==> config.mk <==
export PLATFORM = sky130hd
export DESIGN_NAME = nvm_device_flat
export DESIGN_NICKNAME = d
export VERILOG_FILES = /design/src/rtl/nvm_pkg.sv /design/src/rtl/nvm_if.sv /design/src/rtl/nvm_device.sv /design/src/rtl/tick_div.sv /design/src/flat_wrapper.sv
export SDC_FILE = /design/constraint.sdc
export NUM_CORES = 1
export LEC_CHECK = 0
export ABC_AREA = 1
export BUFFER_PORTS_ARGS = -buffer_cell sky130_fd_sc_hd__clkbuf_2
export CAP_MARGIN = 5
export CORE_MARGIN = 5
export CORE_UTILIZATION = 26
export CTS_CLUSTER_DIAMETER = 80
export DETAILED_ROUTE_END_ITERATION = 10
export GPL_ROUTABILITY_DRIVEN = 0
export PLACE_DENSITY = 0.41
export SYNTH_ARGS = -nofsm -noshare
export SYNTH_HDL_FRONTEND = slang
export SYNTH_SLANG_ARGS = --single-unit
==> constraint.sdc <==
create_clock -name clk -period 2.85 [get_ports clk]
set_input_delay 0.855 -clock clk [delete_from_list [all_inputs] [get_ports clk]]
set_output_delay 0.855 -clock clk [all_outputs]
set_load 0.02 [all_outputs]
==> src/rtl/nvm_pkg.sv <==
// shared constants for the data nonvolatile store and its core-side driver
// assumes one 10 MHz system clock and an asynchronous active-low reset
package nvm_pkg;
	localparam int NVM_DEPTH = 64;
	localparam int IDX_W = 6;
	localparam int BYTE_W = 8;
	localparam logic [7:0] CTRL_OFFSET = 8'h40;
	localparam logic [7:0] CTRL_SECTOR = 8'h01;
	localparam logic [7:0] SECTOR0 = 8'h00;
	localparam int BIT_RGO = 0;
	localparam int BIT_FETCH_ENABLE = 1;
	localparam int BIT_WGO = 2;
	localparam int BIT_PROGRAM_ENABLE = 3;
	localparam logic [7:0] RESET_BYTE = 8'h00;
	localparam logic [3:0] CTRL_RESET = 4'h0;
	localparam int READ_CYCLES = 4;
	localparam int WRITE_TICKS = 16;
	localparam int WTIMER_DIV = 8;
	localparam int CNT_W = 16;
	// register selects on the special function register port
	localparam logic [1:0] SEL_INDEX = 2'h0;
	localparam logic [1:0] SEL_VALUE = 2'h1;
	localparam logic [1:0] SEL_PTR = 2'h2;
	localparam logic [1:0] SEL_IND = 2'h3;
endpackage

==> src/rtl/nvm_if.sv <==
// special function register port between the core and the nvm block
// assumes both ends share clk; the core end drives requests, the device answers
`timescale 1ns/100ps
interface nvm_if;
	logic wr; // write strobe, one cycle
	logic rd; // picks the pointer high byte on a pointer write
	logic [1:0] sel; // register select
	logic [7:0] wdata; // write byte
	logic [7:0] rdata; // read byte
	logic irq_ack; // interrupt vector taken, one cycle
	logic nvm_irq_flag_clr; // software clears write-done flag
	logic nvm_irq_flag; // write-done request flag
	logic mf_irq_flag; // multi-function request flag
	modport device (input wr, rd, sel, wdata, irq_ack, nvm_irq_flag_clr,
		output rdata, nvm_irq_flag, mf_irq_flag);
	modport core (output wr, rd, sel, wdata, irq_ack, nvm_irq_flag_clr,
		input rdata, nvm_irq_flag, mf_irq_flag);
endinterface

==> src/rtl/nvm_device.sv <==
// nonvolatile data store with index, value and control registers
// assumes the core writes through the port in nvm_if; control sits behind the pointer
// Operation
// - sixty-four bytes reached only through registers
// - six-bit index, upper two bits read zero
// - value register holds last fetched byte
// - index and value directly reachable in sector0
// - control at 40H sector 1, indirect
// - control bits 3..0, upper read zero
// - fetch go needs fetch enable first
// - fetch go clears when read ends
// - software sets enable and index first
// - program go needs program enable first
// - write timed by separate timer, then clears
// - enable then go in next instruction
// - software masks interrupts around write start
// - never both go bits together
// - enables low block every operation
// - reset clears enable and pointers
// - write end sets both request flags
// - vector needs all enables, stack not full
// - service clears multi-function flag only; nvm_core also pulses nvm_irq_flag_clr on a vector, so both flags clear
// - no sleep during a cycle
`timescale 1ns/100ps
module nvm_device import nvm_pkg::*; (
	input wire logic clk, // system clock
	input wire logic resetn, // async reset, active low
	nvm_if.device bus, // register port
	output logic busy // a cycle is in progress
);
	typedef enum logic [1:0] {IDLE, READING, WRITING} state_e;

	// storage array, not mapped into data memory
	logic [BYTE_W-1:0] mem_q [NVM_DEPTH];
	logic [IDX_W-1:0] index_q, index_d; // byte index
	logic [BYTE_W-1:0] value_q, value_d; // data register
	logic [3:0] ctrl_q, ctrl_d; // control bits
	logic [7:0] plow_q, plow_d; // pointer low byte
	logic [7:0] phigh_q, phigh_d; // pointer high byte
	state_e st_q, st_d; // cycle state
	logic [CNT_W-1:0] cnt_q, cnt_d; // cycle counter
	logic flag_q, flag_d; // write-done flag
	logic mf_q, mf_d; // multi-function flag
	logic mem_we; // commit byte to array
	logic wtick; // write timer pulse
	logic ctrl_hit; // pointer selects control register
	logic ctrl_wr; // write to control this cycle

	// the write timer runs off its own divided rate, not the core's instruction rate
	tick_div #(.DIV(WTIMER_DIV)) u_wtimer (
		.clk(clk),
		.resetn(resetn),
		.tick(wtick)
	);

	// control reachable only via pointer 40H / 01H
	assign ctrl_hit = (plow_q == CTRL_OFFSET) && (phigh_q == CTRL_SECTOR);
	assign ctrl_wr = bus.wr && (bus.sel == SEL_IND) && ctrl_hit;
	assign busy = (st_q != IDLE);

	// read mux: unimplemented bits read zero
	always_comb begin
		bus.rdata = RESET_BYTE;
		case (bus.sel)
			SEL_INDEX: bus.rdata = {2'b00, index_q};
			SEL_VALUE: bus.rdata = value_q;
			SEL_PTR: bus.rdata = plow_q;
			SEL_IND: bus.rdata = ctrl_hit ? {4'h0, ctrl_q} : RESET_BYTE;
			default: bus.rdata = RESET_BYTE;
		endcase
	end
	assign bus.nvm_irq_flag = flag_q;
	assign bus.mf_irq_flag = mf_q;

	// next-state for registers, cycle engine and flags
	always_comb begin
		logic [3:0] req;
		logic rgo, wgo;
		req = bus.wdata[3:0];
		rgo = 1'b0;
		wgo = 1'b0;
		index_d = index_q;
		value_d = value_q;
		ctrl_d = ctrl_q;
		plow_d = plow_q;
		phigh_d = phigh_q;
		st_d = st_q;
		cnt_d = cnt_q;
		flag_d = flag_q;
		mf_d = mf_q;
		mem_we = 1'b0;
		if (bus.wr) begin
			case (bus.sel)
				// direct writes to index and value
				SEL_INDEX: index_d = bus.wdata[IDX_W-1:0];
				SEL_VALUE: value_d = bus.wdata;
				// pointer writes: rd picks the high byte, a small port economy
				SEL_PTR: begin
					if (bus.rd) begin
						phigh_d = bus.wdata;
					end else begin
						plow_d = bus.wdata;
					end
				end
				default: ;
			endcase
		end
		if (ctrl_wr) begin
			// enables are plain storage; go bits only start when idle
			ctrl_d[BIT_PROGRAM_ENABLE] = req[BIT_PROGRAM_ENABLE];
			ctrl_d[BIT_FETCH_ENABLE] = req[BIT_FETCH_ENABLE];
			// fetch go gated by enable already high
			rgo = req[BIT_RGO] && !ctrl_q[BIT_RGO] && ctrl_q[BIT_FETCH_ENABLE];
			// program go gated by enable already high
			wgo = req[BIT_WGO] && !ctrl_q[BIT_WGO] && ctrl_q[BIT_PROGRAM_ENABLE];
			// both go bits at once: ignore both
			if (req[BIT_RGO] && req[BIT_WGO]) begin
				rgo = 1'b0;
				wgo = 1'b0;
			end
			if (st_q == IDLE && rgo) begin
				ctrl_d[BIT_RGO] = 1'b1;
				st_d = READING;
				cnt_d = CNT_W'(READ_CYCLES - 1);
			end else if (st_q == IDLE && wgo) begin
				ctrl_d[BIT_WGO] = 1'b1;
				st_d = WRITING;
				cnt_d = CNT_W'(WRITE_TICKS - 1);
			end
		end
		// software clears write-done; the set below wins
		if (bus.nvm_irq_flag_clr) begin
			flag_d = 1'b0;
		end
		// vector service clears only the multi-function flag
		if (bus.irq_ack) begin
			mf_d = 1'b0;
		end
		case (st_q)
			IDLE: ;
			READING: begin
				if (cnt_q == '0) begin
					// load byte and clear fetch go in the same cycle
					value_d = mem_q[index_q];
					ctrl_d[BIT_RGO] = 1'b0;
					st_d = IDLE;
				end else begin
					cnt_d = cnt_q - CNT_W'(1);
				end
			end
			WRITING: begin
				// counted on the write timer pulses
				if (wtick) begin
					if (cnt_q == '0) begin
						mem_we = 1'b1;
						ctrl_d[BIT_WGO] = 1'b0;
						st_d = IDLE;
						flag_d = 1'b1;
						mf_d = 1'b1;
					end else begin
						cnt_d = cnt_q - CNT_W'(1);
					end
				end
			end
			default: st_d = IDLE;
		endcase
	end

	// reset clears enables, pointers and registers
	always_ff @(posedge clk or negedge resetn) begin
		if (!resetn) begin
			index_q <= '0;
			value_q <= RESET_BYTE;
			ctrl_q <= CTRL_RESET;
			plow_q <= SECTOR0;
			phigh_q <= SECTOR0;
			st_q <= IDLE;
			cnt_q <= '0;
			flag_q <= 1'b0;
			mf_q <= 1'b0;
		end else begin
			index_q <= index_d;
			value_q <= value_d;
			ctrl_q <= ctrl_d;
			plow_q <= plow_d;
			phigh_q <= phigh_d;
			st_q <= st_d;
			cnt_q <= cnt_d;
			flag_q <= flag_d;
			mf_q <= mf_d;
		end
	end

	// array written only at the end of the timed cycle
	always_ff @(posedge clk) begin
		if (mem_we) begin
			mem_q[index_q] <= value_q;
		end
	end
endmodule

==> src/rtl/tick_div.sv <==
// divider giving a one-cycle enable pulse every DIV clocks
// assumes free-running clk; stands in for the independent write timer clock
`timescale 1ns/100ps
module tick_div #(parameter int DIV = 8) (
	input wire logic clk, // system clock
	input wire logic resetn, // async reset, active low
	output logic tick // one-cycle enable
);
	logic [15:0] cnt_q, cnt_d; // down counter

	// count down and reload
	always_comb begin
		tick = (cnt_q == 16'h0000);
		cnt_d = tick ? 16'(DIV - 1) : cnt_q - 16'h0001;
	end

	// register the counter
	always_ff @(posedge clk or negedge resetn) begin
		if (!resetn) begin
			cnt_q <= 16'h0000;
		end else begin
			cnt_q <= cnt_d;
		end
	end
endmodule

==> src/flat_wrapper.sv <==
// flat-port wrapper written by rule: the top's interface ports become plain ports
module nvm_device_flat import nvm_pkg::*;
  (clk, resetn, busy, bus_wr, bus_rd, bus_sel, bus_wdata, bus_irq_ack, bus_nvm_irq_flag_clr, bus_rdata, bus_nvm_irq_flag, bus_mf_irq_flag);
  nvm_if bus_i ();
  input wire logic clk;
  input wire logic resetn;
  output logic busy;
  input wire logic [$bits(bus_i.wr)-1:0] bus_wr;
  input wire logic [$bits(bus_i.rd)-1:0] bus_rd;
  input wire logic [$bits(bus_i.sel)-1:0] bus_sel;
  input wire logic [$bits(bus_i.wdata)-1:0] bus_wdata;
  input wire logic [$bits(bus_i.irq_ack)-1:0] bus_irq_ack;
  input wire logic [$bits(bus_i.nvm_irq_flag_clr)-1:0] bus_nvm_irq_flag_clr;
  output wire logic [$bits(bus_i.rdata)-1:0] bus_rdata;
  output wire logic [$bits(bus_i.nvm_irq_flag)-1:0] bus_nvm_irq_flag;
  output wire logic [$bits(bus_i.mf_irq_flag)-1:0] bus_mf_irq_flag;
  assign bus_i.wr = bus_wr;
  assign bus_i.rd = bus_rd;
  assign bus_i.sel = bus_sel;
  assign bus_i.wdata = bus_wdata;
  assign bus_i.irq_ack = bus_irq_ack;
  assign bus_i.nvm_irq_flag_clr = bus_nvm_irq_flag_clr;
  assign bus_rdata = bus_i.rdata;
  assign bus_nvm_irq_flag = bus_i.nvm_irq_flag;
  assign bus_mf_irq_flag = bus_i.mf_irq_flag;
  nvm_device u_core (.clk(clk), .resetn(resetn), .bus(bus_i), .busy(busy));
endmodule
==> flow_metrics.py, run 1 <==
metrics = {
    "setup_path": {
        "cp_max_fo": 5,
        "crit_required_ns": 2.00,
        "start_kind": "register",
        "worstPathArrival_ns": 1.91,
        "critPathKind": "reg -> out",
        "end_kind": "output pin",
        "ff2ff_path_depth": 9,
    },
    "grt": {
        "use_met1_pct": 18.17,
        "grt.overflow.total": 0,
        "grt.busiest_layer": "met2",
        "grt.total_usage_pct": 13.86,
        "grt_pass1_vias": 18510,
        "met2_usage_pct": 23.88,
        "use_met3_pct": 2.049,
        "grt_pass1_wl_um": 113000,
        "grt_max_degree": 79,
        "antenna_found_initial": 0,
    },
    "layout": {
        "area_delta_synth_final_pct": 17.36,
        "seq_area_um2": 17150,
        "drive_gt1_share_pct": 11.24,
        "n_fill_cell": 10270,
        "design_area_um2": 30400,
        "antenna_cells": 0,
        "multiInputGateArea_um2": 7820,
        "layout.cells.non_filler": 4125,
        "utilization_pct": 30.80,
        "nets": 2808,
    },
    "drt": {
        "post-route-drc-count": 0,
        "vias": 18000,
        "wl_per_cell_um": 18.03,
        "wl_um": 74370,
        "vias_per_cell": 4.363,
        "drt-pass1-iter-count": 5,
        "drtAntennaViolNets": 0,
        "drt-initial-drc-count": 1352,
    },
    "clocking": {
        "htreeDepth": 3,
        "ctsHoldBuffers": 0,
        "cts-root-buf": "clkbuf_16",
        "clockBufferDepth": 3,
        "cts_sinks": 582,
        "cts_buffers": 70,
        "clk_latency_ns": 0.61,
        "clk_pin_slew_ns": 0.06,
        "cts_tree": "yes",
    },
    "yosys": {
        "syn_area_per_cell_um2": 9.637,
        "yosys.area.top_type": "edfxtp_1",
        "synthCells": 2688,
        "synth_edf_count": 512,
        "synth_area_leaders": "edfxtp_1 (59%), nand2_1 (22%), dfrtp_1 (6.8%), nor2_1 (1.6%), inv_1 (1.3%)",
        "synth_top_area_share_pct": 59.35,
        "ys_ff_latch": 582,
        "synthArstFlopShare_pct": 12.03,
        "ys_dominant_reg_cell": "edfxtp_1",
        "yosysSeqAreaShare_pct": 66.12,
        "ys_types": 40,
        "ys_warn_count": 0,
        "synthesis.nets": 2712,
        "syn_area_um2": 25900,
    },
    "sta": {
        "rsz0062_at_grt": "true",
        "tns_ns": 0,
        "final-hold-violation-count": 0,
        "min_period_ns": 2.761,
        "setup_slack_ns": 0.08862,
        "slew_viol_final": 0,
        "fmax_mhz": 362.1,
        "setup_viol": 0,
        "slew_headroom_pct": 29.26,
        "fin_crit_sh_pct": 96.89,
        "tightest_slew_ns": 1.061,
        "skew_ns": 0.03325,
    },
    "floorplan": {
        "ios": 27,
        "die_x_um": 325.6,
        "initial_core_util_pct": 26.24,
        "die_h_um": 325.6,
        "core_um2": 98710,
        "die-area_um2": 106000,
        "rows": 115,
    },
    "power": {
        "p_per_area_nw_per_um2": 716.3,
        "peakVddDrop_uv": 354.7,
        "power_leakage_nw": 12.78,
    },
    "placement": {
        "dpl_cell_area_um2": 28070,
        "dp_hpwl_um": 45470,
        "portBuffers": 26,
        "dp_slack_ns": 0.1921,
        "dp.cells": 3995,
    },
    "run_status": {
        "status": "completed",
    },
    "worst_hold_path": {
        "hp-class": "in -> async",
    },
    "run": {
        "drv_cap": 0,
    },
}
per-stage QoR:
step | total power, mW | hold slack [ns]
after floorplan | 11.81 | 0.4091
after global placement | 13.17 | 0.4268
after detailed placement | 13.16 | 0.4249
after CTS | 22.08 | 0.09043
after global routing | 22.83 | 0.1031
final | 21.78 | 0.1120
cell type report:
type | count | area share, %
Inverter | 99 | 1.272
Tap cell | 1287 | 5.297
Clock inverter | 37 | 1.239
Timing Repair Buffer | 140 | 3.865
Sequential cell | 582 | 56.40
Multi-Input combinational cell | 1891 | 25.72
Clock buffer | 89 | 6.202
cell usage after synthesis, drive strengths merged (6+ instances only):
master and n:
o211ai 10, o21ai 40, nor3 25, edfxtp 512, inv 99, buf 86
nand4 14, ha 8, nand3 56, nand2 1552, dfrtp 70, nor2 137
xor2 6, a21oi 21, clkbuf 30
worst paths after layout:
check | start | endpoint | slack [ns]
setup / recovery | u_core.plow_q[7] | bus_rdata[3] | 0.09
hold / removal | resetn | u_core.plow_q[4] | 0.11
setup reg to reg | u_core.u_wtimer.cnt_q[0] | u_core.mem_q[25][6] | 0.33
hold reg to reg | u_core.u_wtimer.cnt_q[0] | u_core.u_wtimer.cnt_q[0] | 0.43
max in group asynchronous | resetn | u_core.u_wtimer.cnt_q[8] | 2.16
min in group clk | bus_nvm_irq_flag_clr | u_core.bus.nvm_irq_flag | 0.42
flip-flops by register name, summed over array words and instances, names as in the netlist:
signal / flops
u_core.st_q: 2
u_core.bus.mf_irq_flag: 1
u_core.index_q: 6
u_core.bus.nvm_irq_flag: 1
u_core.plow_q: 8
u_core.phigh_q: 8
u_core.mem_q: 512
u_core.ctrl_q: 4
u_core.u_wtimer.cnt_q: 16
u_core.cnt_q: 16
u_core.value_q: 8
repair_timing:
item / 4_1_cts / 5_1_grt
setup endpoints to repair: 3 / 3
resized for setup: 7 / 12
setup buffers: 2 / 2
pin swaps: 0 / 6
worst max-delay path: stages (launching register included):
cell     delay [ns]
dfrtp_1        0.40
inv_2          0.10
nand4_1        0.12
nor2_1         0.10
nand2_1        0.07
inv_2          0.10
nand3_1        0.09
a22oi_1        0.15
buf_4          0.17
layout by cell type (no fill, tap or decap), types with 9 or more instances in the layout:
master and instances:
inv_2 13, o211ai_1 10, dfrtp_1 59, nor2_2 22, nor3_1 16, nand2_1 1549
buf_12 14, nand4_1 13, clkbuf_1 15, clkbuf_16 72, nand3_4 9, clkinv_1 13
nor2_1 111, nand3_1 44, edfxtp_1 512, clkbuf_2 22, buf_4 103, inv_1 83
a21oi_1 21, clkinv_2 10, o21ai_0 38
cell families after synthesis:
kind of cell    share of synthesized area, %
xor+xnor                              0.3043
flops                                  66.12
compound gates                         1.821
buf+inv                                3.763
fa+ha+maj                             0.3864
simple gates                           27.61
power by group:
part	switching [mW]	internal [mW]
clock	3.51	5.32
sequential	0.101	9.64
combinational	2.42	0.787
layer usage:
| metal | up-vias | wire length, um | share of wire [%] |
|---|---|---|---|
| li1 | 8897 | - | - |
| met1 | 8716 | 33900 | 46 |
| met2 | 284 | 36040 | 48 |
| met3 | 102 | 2446 | 3.3 |
| met4 | 0 | 1978 | 2.7 |
| met5 | - | 0 | 0 |
Power figures use the tool's default switching activity.
==> run 2, diff against run 1 <==
BUFFER_PORTS_ARGS = -buffer_cell sky130_fd_sc_hd__buf_2   (was -buffer_cell sky130_fd_sc_hd__clkbuf_2)
PLACE_DENSITY = 0.45   (was 0.41)
==> flow_metrics.py, run 2 (synthesis gave the netlist of run 1 again) <==
metrics = {
    "run_status": {
        "status": "completed",
    },
    "floorplan": {
        "core_um2": 98710,
        "ios": 27,
        "die_h_um": 325.6,
        "die_x_um": 325.6,
        "die-area_um2": 106000,
        "rows": 115,
        "initial_core_util_pct": 26.24,
    },
    "drt": {
        "drt-pass1-iter-count": 6,
        "wl_um": 71470,
        "drt-initial-drc-count": 1218,
        "vias": 17810,
        "wl_per_cell_um": 17.33,
        "post-route-drc-count": 0,
        "vias_per_cell": 4.318,
        "drtAntennaViolNets": 0,
    },
    "grt": {
        "antenna_found_initial": 0,
        "grt_pass1_wl_um": 108000,
        "grt_max_degree": 73,
        "grt.overflow.total": 0,
        "grt_pass1_vias": 17590,
        "grt.total_usage_pct": 13.18,
    },
    "setup_path": {
        "end_kind": "output pin",
        "critPathKind": "reg -> out",
        "critical_path.slowest_cell": "dfrtp_1",
        "worstPathArrival_ns": 1.91,
        "cp_cell_sequence": "inv_2 -> nand4_1 -> nor2_1 -> nand2_1 -> inv_2 -> nand3_1 -> a22oi_1 -> buf_4",
        "ff2ff_path_depth": 8,
        "start_kind": "register",
        "crit_top_cell": "inv_2",
        "crit_required_ns": 2.00,
        "cp_num_cells": 8,
        "cp_top_family": "flip-flops",
        "cp.buffers_inverters": 3,
        "critPathMaxStageDelay_ns": 0.39,
        "cp_max_fo": 5,
    },
    "sta": {
        "rsz0062_at_grt": "true",
        "min_period_ns": 2.767,
        "fmax_mhz": 361.4,
        "slew_viol_final": 0,
        "tightest_slew_ns": 0.9814,
        "setup_viol": 0,
        "slew_headroom_pct": 34.57,
        "skew_ns": 0.02558,
        "timing.hold.ws_ns": 0.2260,
        "fin_crit_sh_pct": 97.10,
        "final-hold-violation-count": 0,
    },
    "layout": {
        "final_common_cell": "nand2_1",
        "largest_registers": "u_core.mem_q: 512 flops, u_core.cnt_q: 16 flops, u_core.u_wtimer.cnt_q: 16 flops",
        "design_area_um2": 30270,
        "final_cell_mix": "nand2_1 (1550), edfxtp_1 (512), nor2_1 (113)",
        "drive_gt1_share_pct": 11.21,
        "largest_register_ff_count": 512,
        "nets": 2814,
        "regMostFlops": "u_core.mem_q",
        "area_delta_synth_final_pct": 16.85,
        "antenna_cells": 0,
    },
    "power": {
        "power_leakage_nw": 12.72,
        "p_per_area_nw_per_um2": 697.5,
        "peakVddDrop_uv": 417.3,
    },
    "clocking": {
        "cts_sinks": 582,
        "cts-root-buf": "clkbuf_16",
        "clk_pin_slew_ns": 0.06,
        "cts_tree": "yes",
        "ctsHoldBuffers": 0,
        "htreeDepth": 3,
        "clk_latency_ns": 0.61,
        "clockBufferDepth": 3,
        "cts_buffers": 67,
    },
    "run": {
        "drv_cap": 0,
    },
    "worst_hold_path": {
        "hp-class": "in -> async",
    },
    "placement": {
        "dpl_cell_area_um2": 28120,
        "dp_hpwl_um": 42530,
        "portBuffers": 26,
    },
}
-- run 2: where the power goes --
group / total, mW / switching (mW) / internal (mW) / leakage [nW]
Clock: 8.18 / 3.47 / 4.71 / 1.00
Combinational: 3.19 / 2.39 / 0.803 / 6.24
Sequential: 9.74 / 0.0998 / 9.64 / 5.49
Total: 21.1 / 5.96 / 15.2 / 12.7
-- run 2: area by class of cell --
type	instances	area [um^2]
Fill cell	10380	68440
Sequential cell	582	17150
Multi-Input combinational cell	1891	7823
Clock buffer	90	1836
Tap cell	1287	1610
Timing Repair Buffer	149	1259
Inverter	99	381.6
Clock inverter	27	214.0
-- run 2: per-layer routing --
| metal | up-vias | GRT usage (%) | part of all wire, % |
|---|---|---|---|
| li1 | 8906 | - | - |
| met1 | 8505 | 17.63 | 46 |
| met3 | 108 | 2.207 | 3.9 |
| met2 | 292 | 22.32 | 48 |
| met5 | - | 0 | 0 |
| met4 | 0 | 3.412 | 2.3 |
-- run 2: worst paths after layout --
path                            slack (ns)                         to                      from
worst max-delay path                  0.08               bus_rdata[1]          u_core.plow_q[7]
worst min-delay path                  0.23           u_core.plow_q[7]                    resetn
worst max register to register        0.33        u_core.mem_q[57][5]  u_core.u_wtimer.cnt_q[0]
worst min register to register        0.43   u_core.u_wtimer.cnt_q[0]  u_core.u_wtimer.cnt_q[0]
max in group asynchronous             2.04  u_core.u_wtimer.cnt_q[11]                    resetn
min in group clk                      0.43   u_core.u_wtimer.cnt_q[0]  u_core.u_wtimer.cnt_q[0]
-- run 2: per-stage QoR --
step | total power, mW | util [%] | std cells | setup TNS, ns | worst slack [ns]
4_1_cts | 21.36 | 30.57 | 4117 | 0 | 0.002828
3_5_place_dp | 13.11 | 28.49 | 4000 | 0 | 0.1753
5_1_grt | 22.07 | 30.66 | 4125 | -0.1036 | -0.04968
3_3_place_gp | 13.12 | 28.49 | 4000 | 0 | 0.2151
6_report | 21.11 | 30.66 | 4125 | 0 | 0.08276
2_1_floorplan | 11.81 | - | 2688 | 0 | 0.2690
-- run 2: worst register-to-register path, stage by stage (launching register included) --
cell,delay [ns]
dfrtp_1,0.37
inv_1,0.11
ha_1,0.16
inv_1,0.07
nor3_2,0.17
nand4_2,0.19
nor2_8,0.29
nand3_4,0.33
nor2_2,0.47
-- run 2: repair_timing --
action,in CTS,in global routing
setup endpoints to repair,3,4
resized for setup,2,13
buffers inserted,0,8
endpoints found under the hold margin,0,0
pin swaps,0,9
